### src/logic/scan_pkg.sv
// Shared constants and types for the relay scanner controller
package scan_pkg;
    // Card geometry and field widths
    localparam int CHANNELS = 10;
    localparam int ADDR_W = 8;
    localparam int MS_W = 24;
    localparam int EXT_W = 9;
    localparam int SETTLE_W = 20;
    localparam int CNT_W = 16;

    // Clock period and the millisecond tick derived from it
    localparam int CLK_PERIOD_NS = 4;
    localparam int MS_NS = 1000000;
    localparam int CYC_PER_MS = (MS_NS + CLK_PERIOD_NS - 1) / CLK_PERIOD_NS;

    // Legal ranges
    localparam logic [3:0] CH_MIN = 4'h1;
    localparam logic [3:0] CH_MAX = 4'ha;
    localparam logic [3:0] LIST_MIN = 4'h2;
    localparam logic [31:0] EXT_MIN = 32'h0000_0001;
    localparam logic [31:0] EXT_MAX = 32'h0000_0190;
    localparam logic [31:0] SETTLE_MAX = 32'h000f_423f;
    localparam logic [CHANNELS-1:0] CH_ONE = 10'h001;

    // Register byte offsets
    localparam logic [ADDR_W-1:0] ADDR_CHAN_CMD = 8'h00;
    localparam logic [ADDR_W-1:0] ADDR_CHAN_STATE = 8'h04;
    localparam logic [ADDR_W-1:0] ADDR_SCAN_LIST = 8'h08;
    localparam logic [ADDR_W-1:0] ADDR_EXT_COUNT = 8'h0c;
    localparam logic [ADDR_W-1:0] ADDR_LIST_SEL = 8'h10;
    localparam logic [ADDR_W-1:0] ADDR_SETTLE = 8'h14;
    localparam logic [ADDR_W-1:0] ADDR_METHOD = 8'h18;
    localparam logic [ADDR_W-1:0] ADDR_VLIMIT = 8'h1c;
    localparam logic [ADDR_W-1:0] ADDR_SCAN_COUNT = 8'h20;
    localparam logic [ADDR_W-1:0] ADDR_INTERVAL = 8'h24;
    localparam logic [ADDR_W-1:0] ADDR_SCAN_CTRL = 8'h28;
    localparam logic [ADDR_W-1:0] ADDR_STATUS = 8'h2c;
    localparam logic [ADDR_W-1:0] ADDR_STORE_IDX = 8'h30;

    // Channel command fields and opcodes
    localparam int CMD_CH_LSB = 0;
    localparam int CMD_OP_LSB = 8;
    localparam logic [1:0] OP_CLOSE = 2'h1;
    localparam logic [1:0] OP_OPEN = 2'h2;
    localparam logic [1:0] OP_OPEN_ALL = 2'h3;

    // Scan source select codes
    localparam logic [1:0] SEL_NONE = 2'h0;
    localparam logic [1:0] SEL_INT = 2'h1;
    localparam logic [1:0] SEL_EXT = 2'h2;
    localparam logic [1:0] SEL_BAD = 2'h3;

    // Scan control bits
    localparam int CTRL_TIMER = 0;
    localparam int CTRL_STORE = 1;
    localparam int CTRL_ABORT = 2;
    localparam int CTRL_AGAIN = 3;
    localparam int CTRL_EXIT = 4;

    // Status bits
    localparam int ST_ACTIVE = 0;
    localparam int ST_DONE = 1;
    localparam int ST_ABORTED = 2;
    localparam int ST_ERR_RANGE = 3;
    localparam int ST_ERR_HW = 4;
    localparam int ST_CARD = 5;

    // Reset values
    localparam logic [CHANNELS-1:0] LIST_RST = 10'h3ff;
    localparam logic [EXT_W-1:0] EXT_RST = 9'h001;
    localparam logic [CNT_W-1:0] COUNT_RST = 16'h000a;
    localparam logic [MS_W-1:0] INTERVAL_RST = 24'h0009c4;

    // Scan sequencer states
    typedef enum logic [2:0] {
        S_IDLE, S_GAP, S_CLOSE, S_SETTLE, S_READ, S_PACE, S_DONE
    } scan_state_type;
endpackage

### src/logic/timer_if.sv
// Start and done handshake between the sequencer and the ms timer
`timescale 1ns/10ps
interface timer_if;
    logic start;
    logic [scan_pkg::MS_W-1:0] load_ms;
    logic done;
    modport ctrl (output start, output load_ms, input done);
    modport tmr (input start, input load_ms, output done);
endinterface

### src/logic/relay_scanner_command_control.sv
// Relay scanner card command control with APB register access
//
// Implementation choices: the address map and the APB interface to the registers.
`timescale 1ns/10ps
module relay_scanner_command_control #(
    parameter int CYC_PER_MS = scan_pkg::CYC_PER_MS
) (
    // Clock and reset
    input wire logic clk,
    input wire logic reset_n,
    // APB slave
    input wire logic [scan_pkg::ADDR_W-1:0] paddr,
    input wire logic psel,
    input wire logic penable,
    input wire logic pwrite,
    input wire logic [31:0] pwdata,
    output logic [31:0] prdata,
    output logic pready,
    output logic pslverr,
    // Card presence pin
    input wire logic card_present,
    // Relay drive
    output logic [scan_pkg::CHANNELS-1:0] relay_close,
    output logic [scan_pkg::CHANNELS-1:0] short_en,
    output logic vsrc_limit_200,
    // Scan progress
    output logic scan_active,
    output logic scan_done,
    output logic read_take,
    output logic store_take,
    output logic [scan_pkg::CNT_W-1:0] store_index
);
    import scan_pkg::*;

    typedef struct packed {
        logic card_s1;
        logic card_s2;
        logic ready;
        logic slverr;
        logic [31:0] rdata;
        logic [CHANNELS-1:0] relay;
        logic [CHANNELS-1:0] shorts;
        logic [CHANNELS-1:0] list;
        logic [EXT_W-1:0] ext;
        logic [1:0] sel;
        logic [SETTLE_W-1:0] settle;
        logic current;
        logic vlimit;
        logic [CNT_W-1:0] count;
        logic [MS_W-1:0] interval;
        logic timer_en;
        logic store_en;
        scan_state_type st;
        logic [3:0] ch;
        logic [CNT_W-1:0] passes;
        logic [CNT_W-1:0] idx;
        logic active;
        logic done;
        logic aborted;
        logic err_range;
        logic err_hw;
        logic read_pulse;
        logic store_pulse;
        logic tstart;
        logic [MS_W-1:0] tload;
    } state_type;

    state_type q, d;
    logic card, prep, commit, mapped, rej_range, rej_hw;
    logic do_start, do_abort;
    logic [31:0] rd;
    logic [3:0] wch;
    logic [1:0] wop;
    logic [4:0] nxt, first;

    if (CYC_PER_MS < 1) begin : g_bad_rate
        $error("CYC_PER_MS must be at least 1");
    end

    // Lowest listed channel at or above a start index, with a found bit
    function automatic logic [4:0] next_ch(input logic [CHANNELS-1:0] l,
                                           input logic [3:0] from);
        logic [4:0] r;
        r = 5'h00;
        for (int i = CHANNELS - 1; i >= 0; i--) begin
            if (l[i] && 4'(i) >= from) begin
                r = {1'b1, 4'(i)};
            end
        end
        return r;
    endfunction

    // Number of channels in a list
    function automatic logic [3:0] ones(input logic [CHANNELS-1:0] v);
        logic [3:0] n;
        n = 4'h0;
        for (int i = 0; i < CHANNELS; i++) begin
            n = n + {3'h0, v[i]};
        end
        return n;
    endfunction

    // Settling and pacing share one timer; they never overlap
    timer_if tif ();
    assign tif.start = q.tstart;
    assign tif.load_ms = q.tload;

    ms_timer #(
        .CYC_PER_MS(CYC_PER_MS)
    ) u_timer (
        .clk(clk),
        .reset_n(reset_n),
        .tmr(tif)
    );

    // Address decode, read mux and write checks
    always_comb begin
        card = q.card_s2;
        wch = pwdata[CMD_CH_LSB +: 4];
        wop = pwdata[CMD_OP_LSB +: 2];
        mapped = 1'b1;
        rej_range = 1'b0;
        rej_hw = 1'b0;
        rd = 32'h0000_0000;
        case (paddr)
            ADDR_CHAN_CMD: begin
                rej_hw = !card;
                if ((wop == OP_CLOSE || wop == OP_OPEN) &&
                    (wch < CH_MIN || wch > CH_MAX)) begin
                    rej_range = 1'b1;
                end
            end
            ADDR_CHAN_STATE: rd[CHANNELS-1:0] = q.relay;
            ADDR_SCAN_LIST: begin
                rd[CHANNELS-1:0] = q.list;
                rej_range = ones(pwdata[CHANNELS-1:0]) < LIST_MIN;
            end
            ADDR_EXT_COUNT: begin
                rd[EXT_W-1:0] = q.ext;
                rej_range = pwdata < EXT_MIN || pwdata > EXT_MAX;
            end
            ADDR_LIST_SEL: begin
                rd[1:0] = q.sel;
                rej_range = pwdata[1:0] == SEL_BAD;
                rej_hw = pwdata[1:0] == SEL_INT && !card;
            end
            ADDR_SETTLE: begin
                rd[SETTLE_W-1:0] = q.settle;
                rej_hw = !card;
                rej_range = pwdata > SETTLE_MAX;
            end
            ADDR_METHOD: begin
                rd[0] = q.current;
                rej_hw = !card;
            end
            ADDR_VLIMIT: begin
                rd[0] = q.vlimit;
                rej_hw = !card;
            end
            ADDR_SCAN_COUNT: rd[CNT_W-1:0] = q.count;
            ADDR_INTERVAL: rd[MS_W-1:0] = q.interval;
            ADDR_SCAN_CTRL: begin
                rd[CTRL_TIMER] = q.timer_en;
                rd[CTRL_STORE] = q.store_en;
            end
            ADDR_STATUS: begin
                rd[ST_ACTIVE] = q.active;
                rd[ST_DONE] = q.done;
                rd[ST_ABORTED] = q.aborted;
                rd[ST_ERR_RANGE] = q.err_range;
                rd[ST_ERR_HW] = q.err_hw;
                rd[ST_CARD] = card;
            end
            ADDR_STORE_IDX: rd[CNT_W-1:0] = q.idx;
            default: mapped = 1'b0;
        endcase
    end

    // Next-state logic: status clears first so that any set below wins
    always_comb begin
        d = q;
        do_start = 1'b0;
        do_abort = 1'b0;
        d.card_s1 = card_present;
        d.card_s2 = q.card_s1;
        d.read_pulse = 1'b0;
        d.store_pulse = 1'b0;
        d.tstart = 1'b0;
        prep = psel && penable && !q.ready;
        commit = psel && penable && q.ready && pwrite;
        d.ready = prep;
        d.slverr = prep && (!mapped || (pwrite && (rej_range || rej_hw)));
        d.rdata = (prep && !pwrite) ? rd : 32'h0000_0000;
        first = next_ch(q.list, 4'h0);
        nxt = next_ch(q.list, q.ch + 4'h1);

        if (commit && paddr == ADDR_STATUS) begin
            d.done = q.done & ~pwdata[ST_DONE];
            d.aborted = q.aborted & ~pwdata[ST_ABORTED];
            d.err_range = q.err_range & ~pwdata[ST_ERR_RANGE];
            d.err_hw = q.err_hw & ~pwdata[ST_ERR_HW];
        end

        // Scan sequencer
        unique case (q.st)
            S_IDLE, S_DONE: ;
            S_GAP: begin
                d.relay = '0;
                d.st = S_CLOSE;
            end
            S_CLOSE: begin
                d.relay = CH_ONE << q.ch;
                d.tstart = 1'b1;
                d.tload = MS_W'(q.settle);
                d.st = S_SETTLE;
            end
            // Pulse raised on entry to read, so the relay is still closed
            S_SETTLE: begin
                if (tif.done) begin
                    d.read_pulse = 1'b1;
                    if (q.store_en) begin
                        d.store_pulse = 1'b1;
                        d.idx = q.idx + CNT_W'(1);
                    end
                    d.st = S_READ;
                end
            end
            S_READ: begin
                if (nxt[4]) begin
                    d.ch = nxt[3:0];
                    d.st = q.current ? S_CLOSE : S_GAP;
                end else begin
                    d.ch = first[3:0];
                    if (q.passes <= CNT_W'(1)) begin
                        d.relay = '0;
                        d.active = 1'b0;
                        d.done = 1'b1;
                        d.st = S_DONE;
                    end else begin
                        d.passes = q.passes - CNT_W'(1);
                        if (q.timer_en) begin
                            d.tstart = 1'b1;
                            d.tload = q.interval;
                            d.st = S_PACE;
                        end else begin
                            d.st = q.current ? S_CLOSE : S_GAP;
                        end
                    end
                end
            end
            S_PACE: begin
                if (tif.done) begin
                    d.st = q.current ? S_CLOSE : S_GAP;
                end
            end
            default: d.st = S_IDLE;
        endcase

        // Refused writes only raise an error flag; a write to an unmapped address raises none
        if (commit && q.slverr) begin
            d.err_hw = q.err_hw | rej_hw;
            d.err_range = q.err_range | rej_range;
        end

        // Accepted register writes
        if (commit && !q.slverr) begin
            case (paddr)
                ADDR_CHAN_CMD: begin
                    case (wop)
                        OP_CLOSE: d.relay = CH_ONE << (wch - CH_MIN);
                        OP_OPEN: d.relay = q.relay &
                            ~(CH_ONE << (wch - CH_MIN));
                        OP_OPEN_ALL: d.relay = '0;
                        default: ;
                    endcase
                end
                ADDR_SCAN_LIST: d.list = pwdata[CHANNELS-1:0];
                ADDR_EXT_COUNT: d.ext = pwdata[EXT_W-1:0];
                ADDR_LIST_SEL: begin
                    d.sel = pwdata[1:0];
                    do_start = pwdata[1:0] == SEL_INT;
                    do_abort = pwdata[1:0] != SEL_INT && q.active;
                end
                ADDR_SETTLE: d.settle = pwdata[SETTLE_W-1:0];
                ADDR_METHOD: d.current = pwdata[0];
                ADDR_VLIMIT: d.vlimit = pwdata[0];
                ADDR_SCAN_COUNT: d.count = pwdata[CNT_W-1:0];
                ADDR_INTERVAL: d.interval = pwdata[MS_W-1:0];
                ADDR_SCAN_CTRL: begin
                    d.timer_en = pwdata[CTRL_TIMER];
                    d.store_en = pwdata[CTRL_STORE];
                    do_abort = pwdata[CTRL_ABORT] && q.active;
                    do_start = pwdata[CTRL_AGAIN] && q.st == S_DONE;
                    if (pwdata[CTRL_EXIT] && q.st == S_DONE) begin
                        d.st = S_IDLE;
                        d.sel = SEL_NONE;
                    end
                end
                default: ;
            endcase
        end

        // Abort opens the relay at once, whatever the sequencer wanted
        if (do_abort) begin
            d.relay = '0;
            d.active = 1'b0;
            d.aborted = 1'b1;
            d.sel = SEL_NONE;
            d.st = S_IDLE;
        end
        if (do_start) begin
            d.relay = '0;
            d.active = 1'b1;
            d.done = 1'b0;
            d.aborted = 1'b0;
            d.passes = q.count;
            d.idx = '0;
            d.ch = first[3:0];
            d.st = S_GAP;
        end
        d.shorts = d.current ? ~d.relay : '0;
    end

    // State register; reset opens every relay
    always_ff @(posedge clk) begin
        if (!reset_n) begin
            q <= '0;
            q.list <= LIST_RST;
            q.ext <= EXT_RST;
            q.count <= COUNT_RST;
            q.interval <= INTERVAL_RST;
        end else begin
            q <= d;
        end
    end

    // Outputs straight from the state register
    assign prdata = q.rdata;
    assign pready = q.ready;
    assign pslverr = q.slverr;
    assign relay_close = q.relay;
    assign short_en = q.shorts;
    assign vsrc_limit_200 = q.vlimit;
    assign scan_active = q.active;
    assign scan_done = q.done;
    assign read_take = q.read_pulse;
    assign store_take = q.store_pulse;
    assign store_index = q.idx;

    // Checks on the relay, bus and sequencer behaviour
    logic wr_end;
    assign wr_end = psel && penable && pready && pwrite;
endmodule

### src/logic/ms_timer.sv
// Millisecond down-counter used for settling and scan pacing
`timescale 1ns/10ps
module ms_timer #(
    parameter int CYC_PER_MS = scan_pkg::CYC_PER_MS
) (
    // Clock and reset
    input wire logic clk,
    input wire logic reset_n,
    // Start and done
    timer_if.tmr tmr
);
    import scan_pkg::*;

    localparam int PRE_W = (CYC_PER_MS > 1) ? $clog2(CYC_PER_MS) : 1;
    localparam logic [PRE_W-1:0] PRE_LAST = PRE_W'(CYC_PER_MS - 1);

    typedef struct packed {
        logic busy;
        logic done;
        logic [MS_W-1:0] left;
        logic [PRE_W-1:0] pre;
    } tmr_state_type;

    tmr_state_type q, d;

    if (CYC_PER_MS < 1) begin : g_bad_rate
        $error("CYC_PER_MS must be at least 1");
    end

    // A new start simply restarts the count, so no stale done can leak
    always_comb begin
        d = q;
        d.done = 1'b0;
        if (tmr.start) begin
            d.busy = 1'b1;
            d.left = tmr.load_ms;
            d.pre = '0;
        end else if (q.busy) begin
            if (q.left == '0) begin
                d.busy = 1'b0;
                d.done = 1'b1;
            end else if (q.pre == PRE_LAST) begin
                d.pre = '0;
                d.left = q.left - MS_W'(1);
            end else begin
                d.pre = q.pre + PRE_W'(1);
            end
        end
    end

    // State register
    always_ff @(posedge clk) begin
        if (!reset_n) begin
            q <= '0;
        end else begin
            q <= d;
        end
    end

    assign tmr.done = q.done;
endmodule

### config.mk
export PLATFORM = sky130hd
export DESIGN_NAME = relay_scanner_command_control
export DESIGN_NICKNAME = d
export VERILOG_FILES = /design/src/logic/scan_pkg.sv /design/src/logic/timer_if.sv /design/src/logic/relay_scanner_command_control.sv /design/src/logic/ms_timer.sv
export SDC_FILE = /design/constraint.sdc
export NUM_CORES = 1
export LEC_CHECK = 0
export ABC_AREA = 0
export BUFFER_PORTS_ARGS = -buffer_cell sky130_fd_sc_hd__buf_4
export CORE_ASPECT_RATIO = 0.8
export CORE_UTILIZATION = 25
export DETAILED_ROUTE_END_ITERATION = 10
export REMOVE_ABC_BUFFERS = 1
export SLEW_MARGIN = 5
export SYNTH_ARGS = -nofsm -noshare
export SYNTH_HDL_FRONTEND = slang
export SYNTH_SLANG_ARGS = --single-unit
export TNS_END_PERCENT = 30
### constraint.sdc
create_clock -name clk -period 4.7 [get_ports clk]
set_input_delay 0.235 -clock clk [delete_from_list [all_inputs] [get_ports clk]]
set_output_delay 0.235 -clock clk [all_outputs]
set_load 0.05 [all_outputs]
Yosys cells after proc, flatten, opt, wreduce, memory -nomap -nowiden --
Index checks and enable logic that the tools add are counted.
Cells by class: reduce and logical (&&, ||, !) cells 75, equality and inequality tests 33, $lt $le $gt $ge 17, bitwise logic cells 16, add/sub/neg operators 15, shifts and indexed selects 2, multiplexer cells 87
Operators by type and width (number):
- two-way mux 16 bit | 6
- two-way mux 42 bit | 2
- two-way mux 25 bit | 3
- two-way mux 10 bit | 6
- case mux 10 bit (3 select lines) | 2
- two-way mux 5 bit | 11
- case mux 25 bit (2 select lines) | 1
- two-way mux 24 bit | 2
- two-way mux 47 bit | 1
- two-way mux 4 bit | 11
- two-way mux 44 bit | 1
- equality test 8 x 6 -> 1 bit, second input constant | 5
- two-way mux 40 bit | 1
- equality test 8 x 5 -> 1 bit, second input constant | 4
- > comparator 32 x 20 -> 1 bit, second input constant | 1
- > comparator 32 x 9 -> 1 bit, second input constant | 1
- < comparator 32 x 1 -> 1 bit, second input constant | 1
- case mux 4 bit (8 select lines) | 1
- logical AND 1 bit | 26
- adder 4 x 1 -> 4 bit | 6
- logical NOT 24 bit | 1
- case mux 6 bit (4 select lines) | 1
- subtractor 24 x 1 -> 24 bit, second input constant | 1
- AND reduction 2 bit | 11
- 60 further kinds | 139
Storage, ports and cells: register bits after elaboration 256, logic and storage cells 282, input bits 46

Logic depth before layout (Yosys ltp) --
Gate-level depths: netlist of the first run.
depth after elaboration 21, depth in mapped cells 14, gate-level depth less buffers 13

Modules after synthesis --
A second synthesis of the first run with hierarchy kept.
Unflattened totals: cell total of the unflattened synthesis 1706, area, all modules 13565.5 µm²
By module, submodules not included:
- relay_scanner_command_control | instances 1, area an instance 10785.3 µm², cells an instance 1353
- ms_timer | instances 1, area an instance 2780.2 µm², cells an instance 353

Worst setup path before layout of the first run --
OpenSTA, ideal clock, no wires.
path kind in2reg, from in pwdata[0], to reg q[28] (netlist name), path buffers 1, data arrival time 3.240 ns, cell stages on the path 12, data required time 4.578 ns, setup slack 1.338 ns, cell sequence clkbuf_1 > inv_1 > fa_1 > fa_1 > fa_1 > nand2b_1 > fa_1 > inv_1 > o21ai_0 > nand4_1 > nand3_1 > o311a_1
Between the ends: word-level cells in the longest chain between the ends 13, elaborated cells on any way between the ends 23, those cells by class add/sub: 9; order compare: 6; eq/ne: 1; mux: 3; bitwise: 1; reduce/logical: 3
Ends and longest elaborated chain:
- from (decl) | line relay_scanner_command_control.sv:16 | input wire logic [31:0] pwdata,
- adder 1 x 1 -> 2 bit | line relay_scanner_command_control.sv:98 | n = n + {3'h0, v[i]};
- adder 2 x 1 -> 3 bit | line relay_scanner_command_control.sv:98
- adder 3 x 1 -> 4 bit | line relay_scanner_command_control.sv:98
- adder 4 x 1 -> 4 bit (6 in a row) | line relay_scanner_command_control.sv:98
- < comparator 4 x 2 -> 1 bit | line relay_scanner_command_control.sv:136 | rej_range = ones(pwdata[CHANNELS-1:0]) < LIST_MIN;
- case mux 1 bit (5 select lines) (*) | line relay_scanner_command_control.sv:125 | case (paddr)
- bitwise OR 1 bit (*) | line relay_scanner_command_control.sv:262 | d.err_range = q.err_range | rej_range;
- two-way mux 2 bit (*) | line relay_scanner_command_control.sv:260 | if (commit && q.slverr) begin
- to (decl) | line relay_scanner_command_control.sv:68 | state_type q, d;
Mark *: on every way between the ends. The rest lies on a longest branch, timed or not. A chain may end at the register's enable or synchronous reset.

Final worst setup path of the first run --
from reg q[65] (netlist name), to reg q, in the netlist relay_close[8]
Between the ends: word-level cells in the longest chain between the ends 20, elaborated cells on any way between the ends 39, those cells by class add/sub: 1; order compare: 10; shift: 1; mux: 17; reduce/logical: 10
Ends and longest elaborated chain:
- adder 4 x 1 -> 4 bit | line relay_scanner_command_control.sv:195 | nxt = next_ch(q.list, q.ch + 4'h1);
- >= comparator 4 bit | line relay_scanner_command_control.sv:86 | if (l[i] && 4'(i) >= from) begin
- logical AND 1 bit | line relay_scanner_command_control.sv:86
- two-way mux 5 bit (10 in a row) | line relay_scanner_command_control.sv:86
- two-way mux 10 bit | line relay_scanner_command_control.sv:229 | if (nxt[4]) begin
- case mux 10 bit (3 select lines) (*) | line relay_scanner_command_control.sv:205 | unique case (q.st)
- case mux 10 bit (3 select lines) | line relay_scanner_command_control.sv:269 | case (wop)
- two-way mux 10 bit | line relay_scanner_command_control.sv:267 | case (paddr)
- two-way mux 10 bit (*) | line relay_scanner_command_control.sv:266 | if (commit && !q.slverr) begin
- two-way mux 10 bit (*) | line relay_scanner_command_control.sv:304 | if (do_abort) begin
- two-way mux 10 bit (*) | line relay_scanner_command_control.sv:311 | if (do_start) begin
Marks and branches as above.

==> implementation parameters, run 1 <==
Parameter                              Value

Route
  Post-detailed-route via-to-cell ratio ... 5.47
  Average wire per cell in the routed design ... approximately 20 um
  Violation count after the first detailed-routing iteration ... roughly 1600
  Post-route DRC ... 0
  Via total after detailed routing ... between 10000 and 15000
  Final routed wirelength across all metal layers ... ~48 mm
  Detailed-router iteration count before antenna repair ... 8
  Antenna-violating nets left ... 0

Yosys
  Share of flip-flops with an asynchronous set or reset after synthesis ... 0%
  Seq/Total Area, Yosys ... 37.7%
  Ys Warns ... 0
  Netlist cell types ... 86
  Top FF cell, synth ... sky130_fd_sc_hd__dfxtp_1
  Syn Std Cell Area ... approximately 0.013 sq mm
  Number of synthesized flops with an enable pin ... 0
  Instance count of the mapped netlist ... roughly 1600
  Avg Cell Area, Syn ... between 8 and 9 sq um
  Number of synthesized register bits ... between 200 and 250

Floorplanning
  Starting density of the core ... about a quarter
  X dimension of the die ... ~260 um
  Core Rows ... 74
  Area of the core region ... slightly above 0.05 sq mm
  Vertical die dimension ... 207 um
  Number of placed I/O pins ... 121
  Die Area ... around 0.054 sq mm

Setup path
  Register-to-register setup slack ... a little under 900 ps
  Cell occurring most often along the worst timing path ... sky130_fd_sc_hd__ha_1
  Worst r2r path cells ... 8
  Startpoint-to-endpoint class of the critical path ... register to register
  Maximum fanout count along the critical path ... 27
  Cell with the largest stage delay on the worst path ... sky130_fd_sc_hd__o31ai_2
  Crit path arrival time ... between 4000 and 5000 ps
  Crit path capture type ... register
  Critical R2R Capture ... relay_close[8]$_SDFF_PN0_
  Type of element launching the critical path ... register
  Required time of the worst setup path ... between 5000 and 6000 ps
  Worst flop-to-flop path startpoint ... q[65]$_SDFFE_PN0P_
  Largest incremental delay on the critical path ... ~850 ps
  Critical path, cell by cell ... ha_1, ha_1, nor4b_1, o221a_2, a31o_2, nand4_2, o31ai_2, nor2b_1

Global routing
  Global route overflow ... 0
  Initial antenna violation count ... 1
  Vias in the first global route ... 11900
  Tot GR Track Use ... 17.2%
  Wire length of the first global-routing pass ... 72.5 mm
  Maximum number of pins on one net before global-route repair ... 73

Clock network
  Count of buffers added by post-CTS timing repair for setup ... 0
  Clock root cell ... sky130_fd_sc_hd__clkbuf_16
  Number of CTS-inserted buffers ... 28
  Skew-Pair Late Insertion Delay ... between 500 and 600 ps
  Max H-tree Level ... 1
  Number of resized instances in the post-cts repair step ... 0
  CTS Buffer Depth ... 3
  CTS tree ... done
  Number of buffers inserted by hold repair at cts ... 22
  Clock-pin slew reported for the worst setup and hold paths after clock tree synthesis ... around 60 ps
  Number of clock sinks seen by CTS ... between 200 and 250

Power
  Pwr dens ... approximately 320 mW/mm^2
  Total power after layout ... approximately 5000 uW
  Static Leak ... ~0.0057 uW
  Peak ir drop on the vdd network ... about 0.23 mV

Finish
  Area growth from synthesis to final layout ... 17.2%
  Most common cell after layout, fill and taps aside ... sky130_fd_sc_hd__dfxtp_1
  Leading cell types in the layout, fill and taps excluded ... 248 x sky130_fd_sc_hd__dfxtp_1, 208 x sky130_fd_sc_hd__nand2_1, 132 x sky130_fd_sc_hd__buf_4, 130 x sky130_fd_sc_hd__a21oi_1, 112 x sky130_fd_sc_hd__nor2_1
  Net count, final ... 1708
  Number of fill cells in the layout ... between 5000 and 6000
  Share of cells above drive strength 1 ... between 10% and 20%
  Antenna diode instance count ... 0

Hold path
  Worst Hold Depth ... 3
  Kind of path behind the tightest hold check ... primary input to register
  Origin of the worst min-delay path ... pwdata[1]
  Endpoint of the worst hold path ... q[116]$_SDFFE_PN0P_

Timing
  Final hold vios ... 0
  Tightest Pin Transition ... 1260 ps
  Worst slew margin relative to its limit ... between 15 and 20%
  Final Slew Violations ... 0
  Clock skew ... approximately 16 ps
  Number of setup violations in the final report ... 0
  Sum of negative setup slack ... 0 ps
  Period Utilization, post-route ... approximately four fifths
  Tmin final ... roughly 3800 ps
  Maximum frequency from static timing analysis ... about 0.26 GHz
  RSZ-0062 raised after global routing ... false

Flow run
  Maxcap violations ... 0

Placed design
  Gpl congestion ... between 0.9 and 1
  Number of input and output port buffers inserted ... between 100 and 150
  Dpl hpwl ... around 34 mm

Outcome
  Run status ... complete, no violations
==> routing by layer <==
layer | vias to the layer above | track usage, % | part of all wire (%) | wire, um
li1 | 5875 | - | - | -
met1 | 6114 | 25.4 | 45 | 21600
met2 | 701 | 24.5 | 41 | 19600
met3 | 107 | 4.05 | 11 | 5270
met4 | 2 | 5.02 | 3.0 | 1410
met5 | - | 0 | 0.027 | 13
==> final cells by class <==
type	instances	area, sq um	share of cell area [%]
Timing Repair Buffer	154	1210	7.85
Tap cell	684	856	5.55
Sequential cell	248	4960	32.2
Clock inverter	16	267	1.73
Clock buffer	36	802	5.20
Inverter	38	143	0.925
Multi-Input combinational cell	1162	7180	46.6
==> power by group <==
part	switching [uW]	internal [uW]	leakage, uW
combinational	182	87.1	0.00316
sequential	1.82	2100	0.00200
clock	954	1590	0.000531
==> worst max-delay path, delay by kind of cell (launching register included) <==
kind | cells | cell delay [ps]
DFF | 1 | 430
AOI/OAI and AO/OA | 3 | 1360
and+or+nand+nor | 3 | 1170
adders and majority gates | 2 | 720
==> sequential cells by signal, indices dropped and copies added, names as in the netlist, 10 cells and up <==
register	cells
q	110
u_timer.q	43
short_en	10
prdata	24
store_index	16
relay_close	10
tif.load_ms	24
==> cell usage after synthesis, types with 12 or more instances <==
library cell	number	share of area, %
sky130_fd_sc_hd__a21oi_1	130	4.9
sky130_fd_sc_hd__a221oi_1	17	1.1
sky130_fd_sc_hd__a222oi_1	14	1.1
sky130_fd_sc_hd__a311o_1	20	1.5
sky130_fd_sc_hd__a31oi_1	47	2.2
sky130_fd_sc_hd__and2_1	12	0.57
sky130_fd_sc_hd__and3_1	40	1.9
sky130_fd_sc_hd__buf_2	14	0.53
sky130_fd_sc_hd__buf_4	69	3.9
sky130_fd_sc_hd__clkbuf_1	90	2.6
sky130_fd_sc_hd__dfxtp_1	248	38
sky130_fd_sc_hd__ha_1	24	2.3
sky130_fd_sc_hd__inv_1	38	1.1
sky130_fd_sc_hd__mux2i_1	19	1.4
sky130_fd_sc_hd__nand2_1	208	5.9
sky130_fd_sc_hd__nand3_1	62	2.4
sky130_fd_sc_hd__nand4_1	25	1.2
sky130_fd_sc_hd__nor2_1	112	3.2
sky130_fd_sc_hd__nor2b_1	22	1.0
sky130_fd_sc_hd__nor3_1	43	1.6
sky130_fd_sc_hd__nor4_1	22	1.0
sky130_fd_sc_hd__o211ai_1	20	1.1
sky130_fd_sc_hd__o21ai_0	64	2.4
sky130_fd_sc_hd__or3_1	21	1.0
sky130_fd_sc_hd__or4_1	19	1.1
sky130_fd_sc_hd__xnor2_1	20	1.3
sky130_fd_sc_hd__xor2_1	26	1.7
==> metrics by stage <==
step | area (sq um) | hold slack (ps) | worst slack (ps) | utilization, % | std cells
after CTS | 15400 | 1.68 | 913 | 30.0 | 2338
final | 15400 | 16.6 | 884 | 30.0 | 2338
after floorplan | 12200 | 307 | 933 | - | 1448
after global routing | 15400 | 15.7 | 619 | 30.0 | 2338
after detailed placement | 14100 | 421 | 953 | 27.5 | 2264
after global placement | 14100 | 423 | 1250 | 27.5 | 2264
==> kinds of logic after synthesis <==
| logic type | after synthesis | share of synthesized area (%) |
|---|---|---|
| muxes | 26 | 2.13 |
| buffers and inverters | 217 | 8.31 |
| and+or+nand+nor | 648 | 25.1 |
| DFF | 248 | 37.7 |
| AOI/OAI and AO/OA | 404 | 20.4 |
| xor gates and xnor gates | 46 | 3.06 |
| other | 1 | 0.0285 |
| adders and majority gates | 30 | 3.19 |
==> worst max-delay path by stage <==
stage,start,to,slack (ps)
after floorplan,q[64]$_SDFFE_PN0P_,tif.load_ms[0]$_SDFFE_PN0P_,930
after global placement,q[65]$_SDFFE_PN0P_,relay_close[7]$_SDFF_PN0_,1250
after detailed placement,q[65]$_SDFFE_PN0P_,relay_close[8]$_SDFF_PN0_,950
after CTS,q[65]$_SDFFE_PN0P_,relay_close[8]$_SDFF_PN0_,910
after global routing,q[65]$_SDFFE_PN0P_,relay_close[5]$_SDFF_PN0_,620
final,q[65]$_SDFFE_PN0P_,relay_close[8]$_SDFF_PN0_,880
Power figures use the tool's default switching activity.
==> inputs of run 2 (changes only) <==
- clock period: 4.7 -> 3.9 ns (I/O delays scaled with it)
==> run 2 against run 1 <==
Effect of this change:
- clock-buffer cell count is 2 higher
- die area stayed put
- critical path depth is 5 higher
- setup slack worse by 370 ps
- wire length is 0.75% lower
- critical endpoint is now q[28]$_SDFFE_PN0P_
- largest cell class unchanged
- sequential power is 21% higher
- combinational power is 23% higher
- highest routed layer is now met4
- largest power group unchanged
- sequential share of layout area is 0.18 points higher
==> implementation parameters, run 2 (same netlist as run 1, synthesis figures left out) <==
Parameter                              Value

Outcome
  Run status ... complete, no violations (unchanged)

Hold path
  Kind of path behind the tightest hold check ... primary input to register (unchanged)

Clock network
  Number of CTS-inserted buffers ... 28 (unchanged)
  Number of clock sinks seen by CTS ... 248 (unchanged)
  CTS tree ... done (unchanged)
  Count of buffers added by post-CTS timing repair for setup ... 0 (unchanged)
  Number of resized instances in the post-cts repair step ... 0 (unchanged)
  Skew-Pair Late Insertion Delay ... 560 ps (was 570 ps)
  Clock-pin slew reported for the worst setup and hold paths after clock tree synthesis ... 60 ps (about the same)
  CTS Buffer Depth ... 3 (unchanged)
  Clock root cell ... sky130_fd_sc_hd__clkbuf_16 (unchanged)
  Max H-tree Level ... 1 (unchanged)

Timing
  Maximum frequency from static timing analysis ... ~0.30 GHz
  Number of setup violations in the final report ... 0 (unchanged)
  Tightest Pin Transition ... 1140 ps (was 1260 ps)
  Final hold vios ... 0 (unchanged)
  Clock skew ... 21.2 ps (was 15.6 ps)
  Sum of negative setup slack ... 0 ps (unchanged)
  RSZ-0062 raised after global routing ... false (unchanged)
  Period Utilization, post-route ... 86.7%
  Final Slew Violations ... 0 (unchanged)
  Tmin final ... 3380 ps
  Hold Slack ... 48.3 ps (was 16.6 ps)
  Worst slew margin relative to its limit ... 22.0% (was 15.8%)

Finish
  Most common cell after layout, fill and taps aside ... sky130_fd_sc_hd__dfxtp_1 (unchanged)
  Number of fill cells in the layout ... 5489 (was 5478)
  Leading cell types in the layout, fill and taps excluded ... 248 x sky130_fd_sc_hd__dfxtp_1, 208 x sky130_fd_sc_hd__nand2_1, 137 x sky130_fd_sc_hd__buf_4, 130 x sky130_fd_sc_hd__a21oi_1, 112 x sky130_fd_sc_hd__nor2_1 (was 248 x sky130_fd_sc_hd__dfxtp_1, 208 x sky130_fd_sc_hd__nand2_1, 132 x sky130_fd_sc_hd__buf_4, 130 x sky130_fd_sc_hd__a21oi_1, 112 x sky130_fd_sc_hd__nor2_1)
  Top register by number of flip-flops ... q (unchanged)
  Largest registers ranked by flip-flop count ... q (110), u_timer.q (43) (unchanged)
  Share of cells above drive strength 1 ... 13.4% (was 13.7%)
  Flip-flop count of the largest register, all copies and words added ... 110 (unchanged)
  Final core utilization ... 29.8% (was 30.0%)
  Total area of sequential cells ... 0.00496 sq mm (unchanged)
  Net count, final ... 1720 (was 1708)
  Antenna diode instance count ... 0 (unchanged)
  Area growth from synthesis to final layout ... 16.6% (was 17.2%)
  Final Non-Filler Cells ... 2344 (was 2338)
  Area of the multi-input gates ... 0.00717 sq mm (was 0.00718 sq mm)

Power
  Internal Power ... 4140 uW (was 3780 uW)
  Sequential share of power ... 46.5% (was 42.8%)
  Share of power burned in the clock network ... 47.4% (was 51.7%)
  Proportion of power drawn by combinational gates ... 6.0% (was 5.5%)
  Peak ir drop on the vdd network ... 0.292 mV (was 0.233 mV)
  Sw frac ... 24.1% (was 23.1%)
  Static Leak ... 0.00565 uW (was 0.00569 uW)
  Power spent charging and discharging nets ... 1320 uW (was 1140 uW)
  Pwr dens ... 355 mW/mm^2 (was 319 mW/mm^2)

Setup path
  Cell occurring most often along the worst timing path ... sky130_fd_sc_hd__fa_1 (was sky130_fd_sc_hd__ha_1)
  Cell with the largest stage delay on the worst path ... sky130_fd_sc_hd__fa_1 (was sky130_fd_sc_hd__o31ai_2)
  Maximum fanout count along the critical path ... 13 (was 27)
  Top cell family by delay on the critical path ... adder cells (was compound AO/OA/AOI/OAI gates)
  Critical path, cell by cell ... dlygate4sd3_1, buf_4, inv_1, fa_1, fa_1, fa_1, nand2b_1, fa_1, inv_1, o21ai_0, nand4_1, nand3_1, o311a_1 (was ha_1, ha_1, nor4b_1, o221a_2, a31o_2, nand4_2, o31ai_2, nor2b_1)
  Worst path buffer plus inverter count ... 4 (was 0)
  Type of element launching the critical path ... primary input (was register)
  Largest incremental delay on the critical path ... 540 ps (was 850 ps)
  Startpoint-to-endpoint class of the critical path ... primary input to register (was register to register)
  Crit path capture type ... register (unchanged)
  Crit path arrival time ... 3820 ps (was 4240 ps)
  Required time of the worst setup path ... 4330 ps (was 5120 ps)

Route
  Detailed-router iteration count before antenna repair ... 6 (was 8)
  Average wire per cell in the routed design ... 20.3 um (was 20.5 um)
  Post-detailed-route via-to-cell ratio ... 5.49 (was 5.47)
  Post-route DRC ... 0 (unchanged)
  Via total after detailed routing ... 12900 (was 12800)
  Violation count after the first detailed-routing iteration ... 1476 (was 1633)
  Final routed wirelength across all metal layers ... 47.5 mm (was 47.9 mm)
  Antenna-violating nets left ... 0 (unchanged)

Floorplanning
  Area of the core region ... 0.0515 sq mm (unchanged)
  Vertical die dimension ... 207 um (unchanged)
  Core Rows ... 74 (unchanged)
  Starting density of the core ... 25.6% (unchanged)
  Number of placed I/O pins ... 121 (unchanged)
  X dimension of the die ... 259 um (unchanged)
  Die Area ... 0.0536 sq mm (unchanged)

Placed design
  Gpl congestion ... 0.926 (was 0.914)
  Number of input and output port buffers inserted ... 112 (unchanged)
  Total instance count after detailed placement ... 2270 (was 2264)
  Dpl hpwl ... 34.0 mm (was 34.2 mm)

Flow run
  Maxcap violations ... 0 (unchanged)

Global routing
  Wire length of the first global-routing pass ... 71.9 mm (was 72.5 mm)
  Maximum number of pins on one net before global-route repair ... 141 (was 73)
  Vias in the first global route ... 11800 (was 11900)
  Initial antenna violation count ... 1 (unchanged)
  Global route overflow ... 0 (unchanged)
  Tot GR Track Use ... 17.0% (was 17.2%)
==> run 2: cell types whose count changed in the layout (fill, tap and decap cells not counted), sizes merged <==
cell         delta
clkbuf          +2
inv             +1
bufinv          -6
buf             +6
clkinv          -4
dlygate4sd3     +6
clkinvlp        +1
==> run 2: final cells by class <==
type / count / share of cell area [%]
timing repair buffer: 166 / 8.66
clock inverter: 8 / 0.514
tap: 684 / 5.58
multi-input combinational: 1162 / 46.7
clock buffer: 38 / 5.21
sequential: 248 / 32.4
inverter: 38 / 0.930
==> run 2: repair_timing <==
action / CTS / global route
hold buffers: 28 / 0
hold endpoints to repair: 66 / 0
setup endpoints to repair: 0 / 0
==> run 2: worst paths after layout <==
| path | slack, ps | end | cells past startpoint | from |
|---|---|---|---|---|
| setup / recovery | 520 | q[28]$_SDFFE_PN0P_ | 13 | pwdata[0] |
| hold / removal | 50 | pready$_SDFF_PN0_ | 3 | reset_n |
| setup reg to reg | 530 | tif.load_ms[1]$_SDFFE_PN0P_ | 10 | q[65]$_SDFFE_PN0P_ |
| hold reg to reg | 440 | card$_SDFF_PN0_ | 1 | d[210]$_SDFF_PN0_ |
==> run 2: tightest hold or removal path, delay by kind of cell <==
family / cells / cell delay [ps]
AND/OR/NAND/NOR: 1 / 90
buffers and inverters: 2 / 260
==> run 2: per-layer routing <==
metal  vias to the layer above  track usage, %  wire, um
li1                       5878               -         -
met1                      6288            25.7     22200
met2                       618            24.0     19500
met3                        87            3.17      4600
met4                         0            4.69      1230
met5                         -               0         0
==> run 2: power by group through the flow <==
stage	logic [uW]	clock network (uW)	registers [uW]
6_report	330	2590	2540
5_1_grt	353	2720	2540
4_1_cts	323	2620	2540
3_5_place_dp	298	0	2590
3_3_place_gp	298	0	2590
2_1_floorplan	137	0	2600
==> run 2: through the flow <==
stage	power, uW	worst slack [ps]	instance area (sq um)
6_report	5450	518	15300
5_1_grt	5610	350	15300
4_1_cts	5480	546	15300
3_5_place_dp	2890	562	14200
3_3_place_gp	2890	586	14200
2_1_floorplan	2730	133	12200
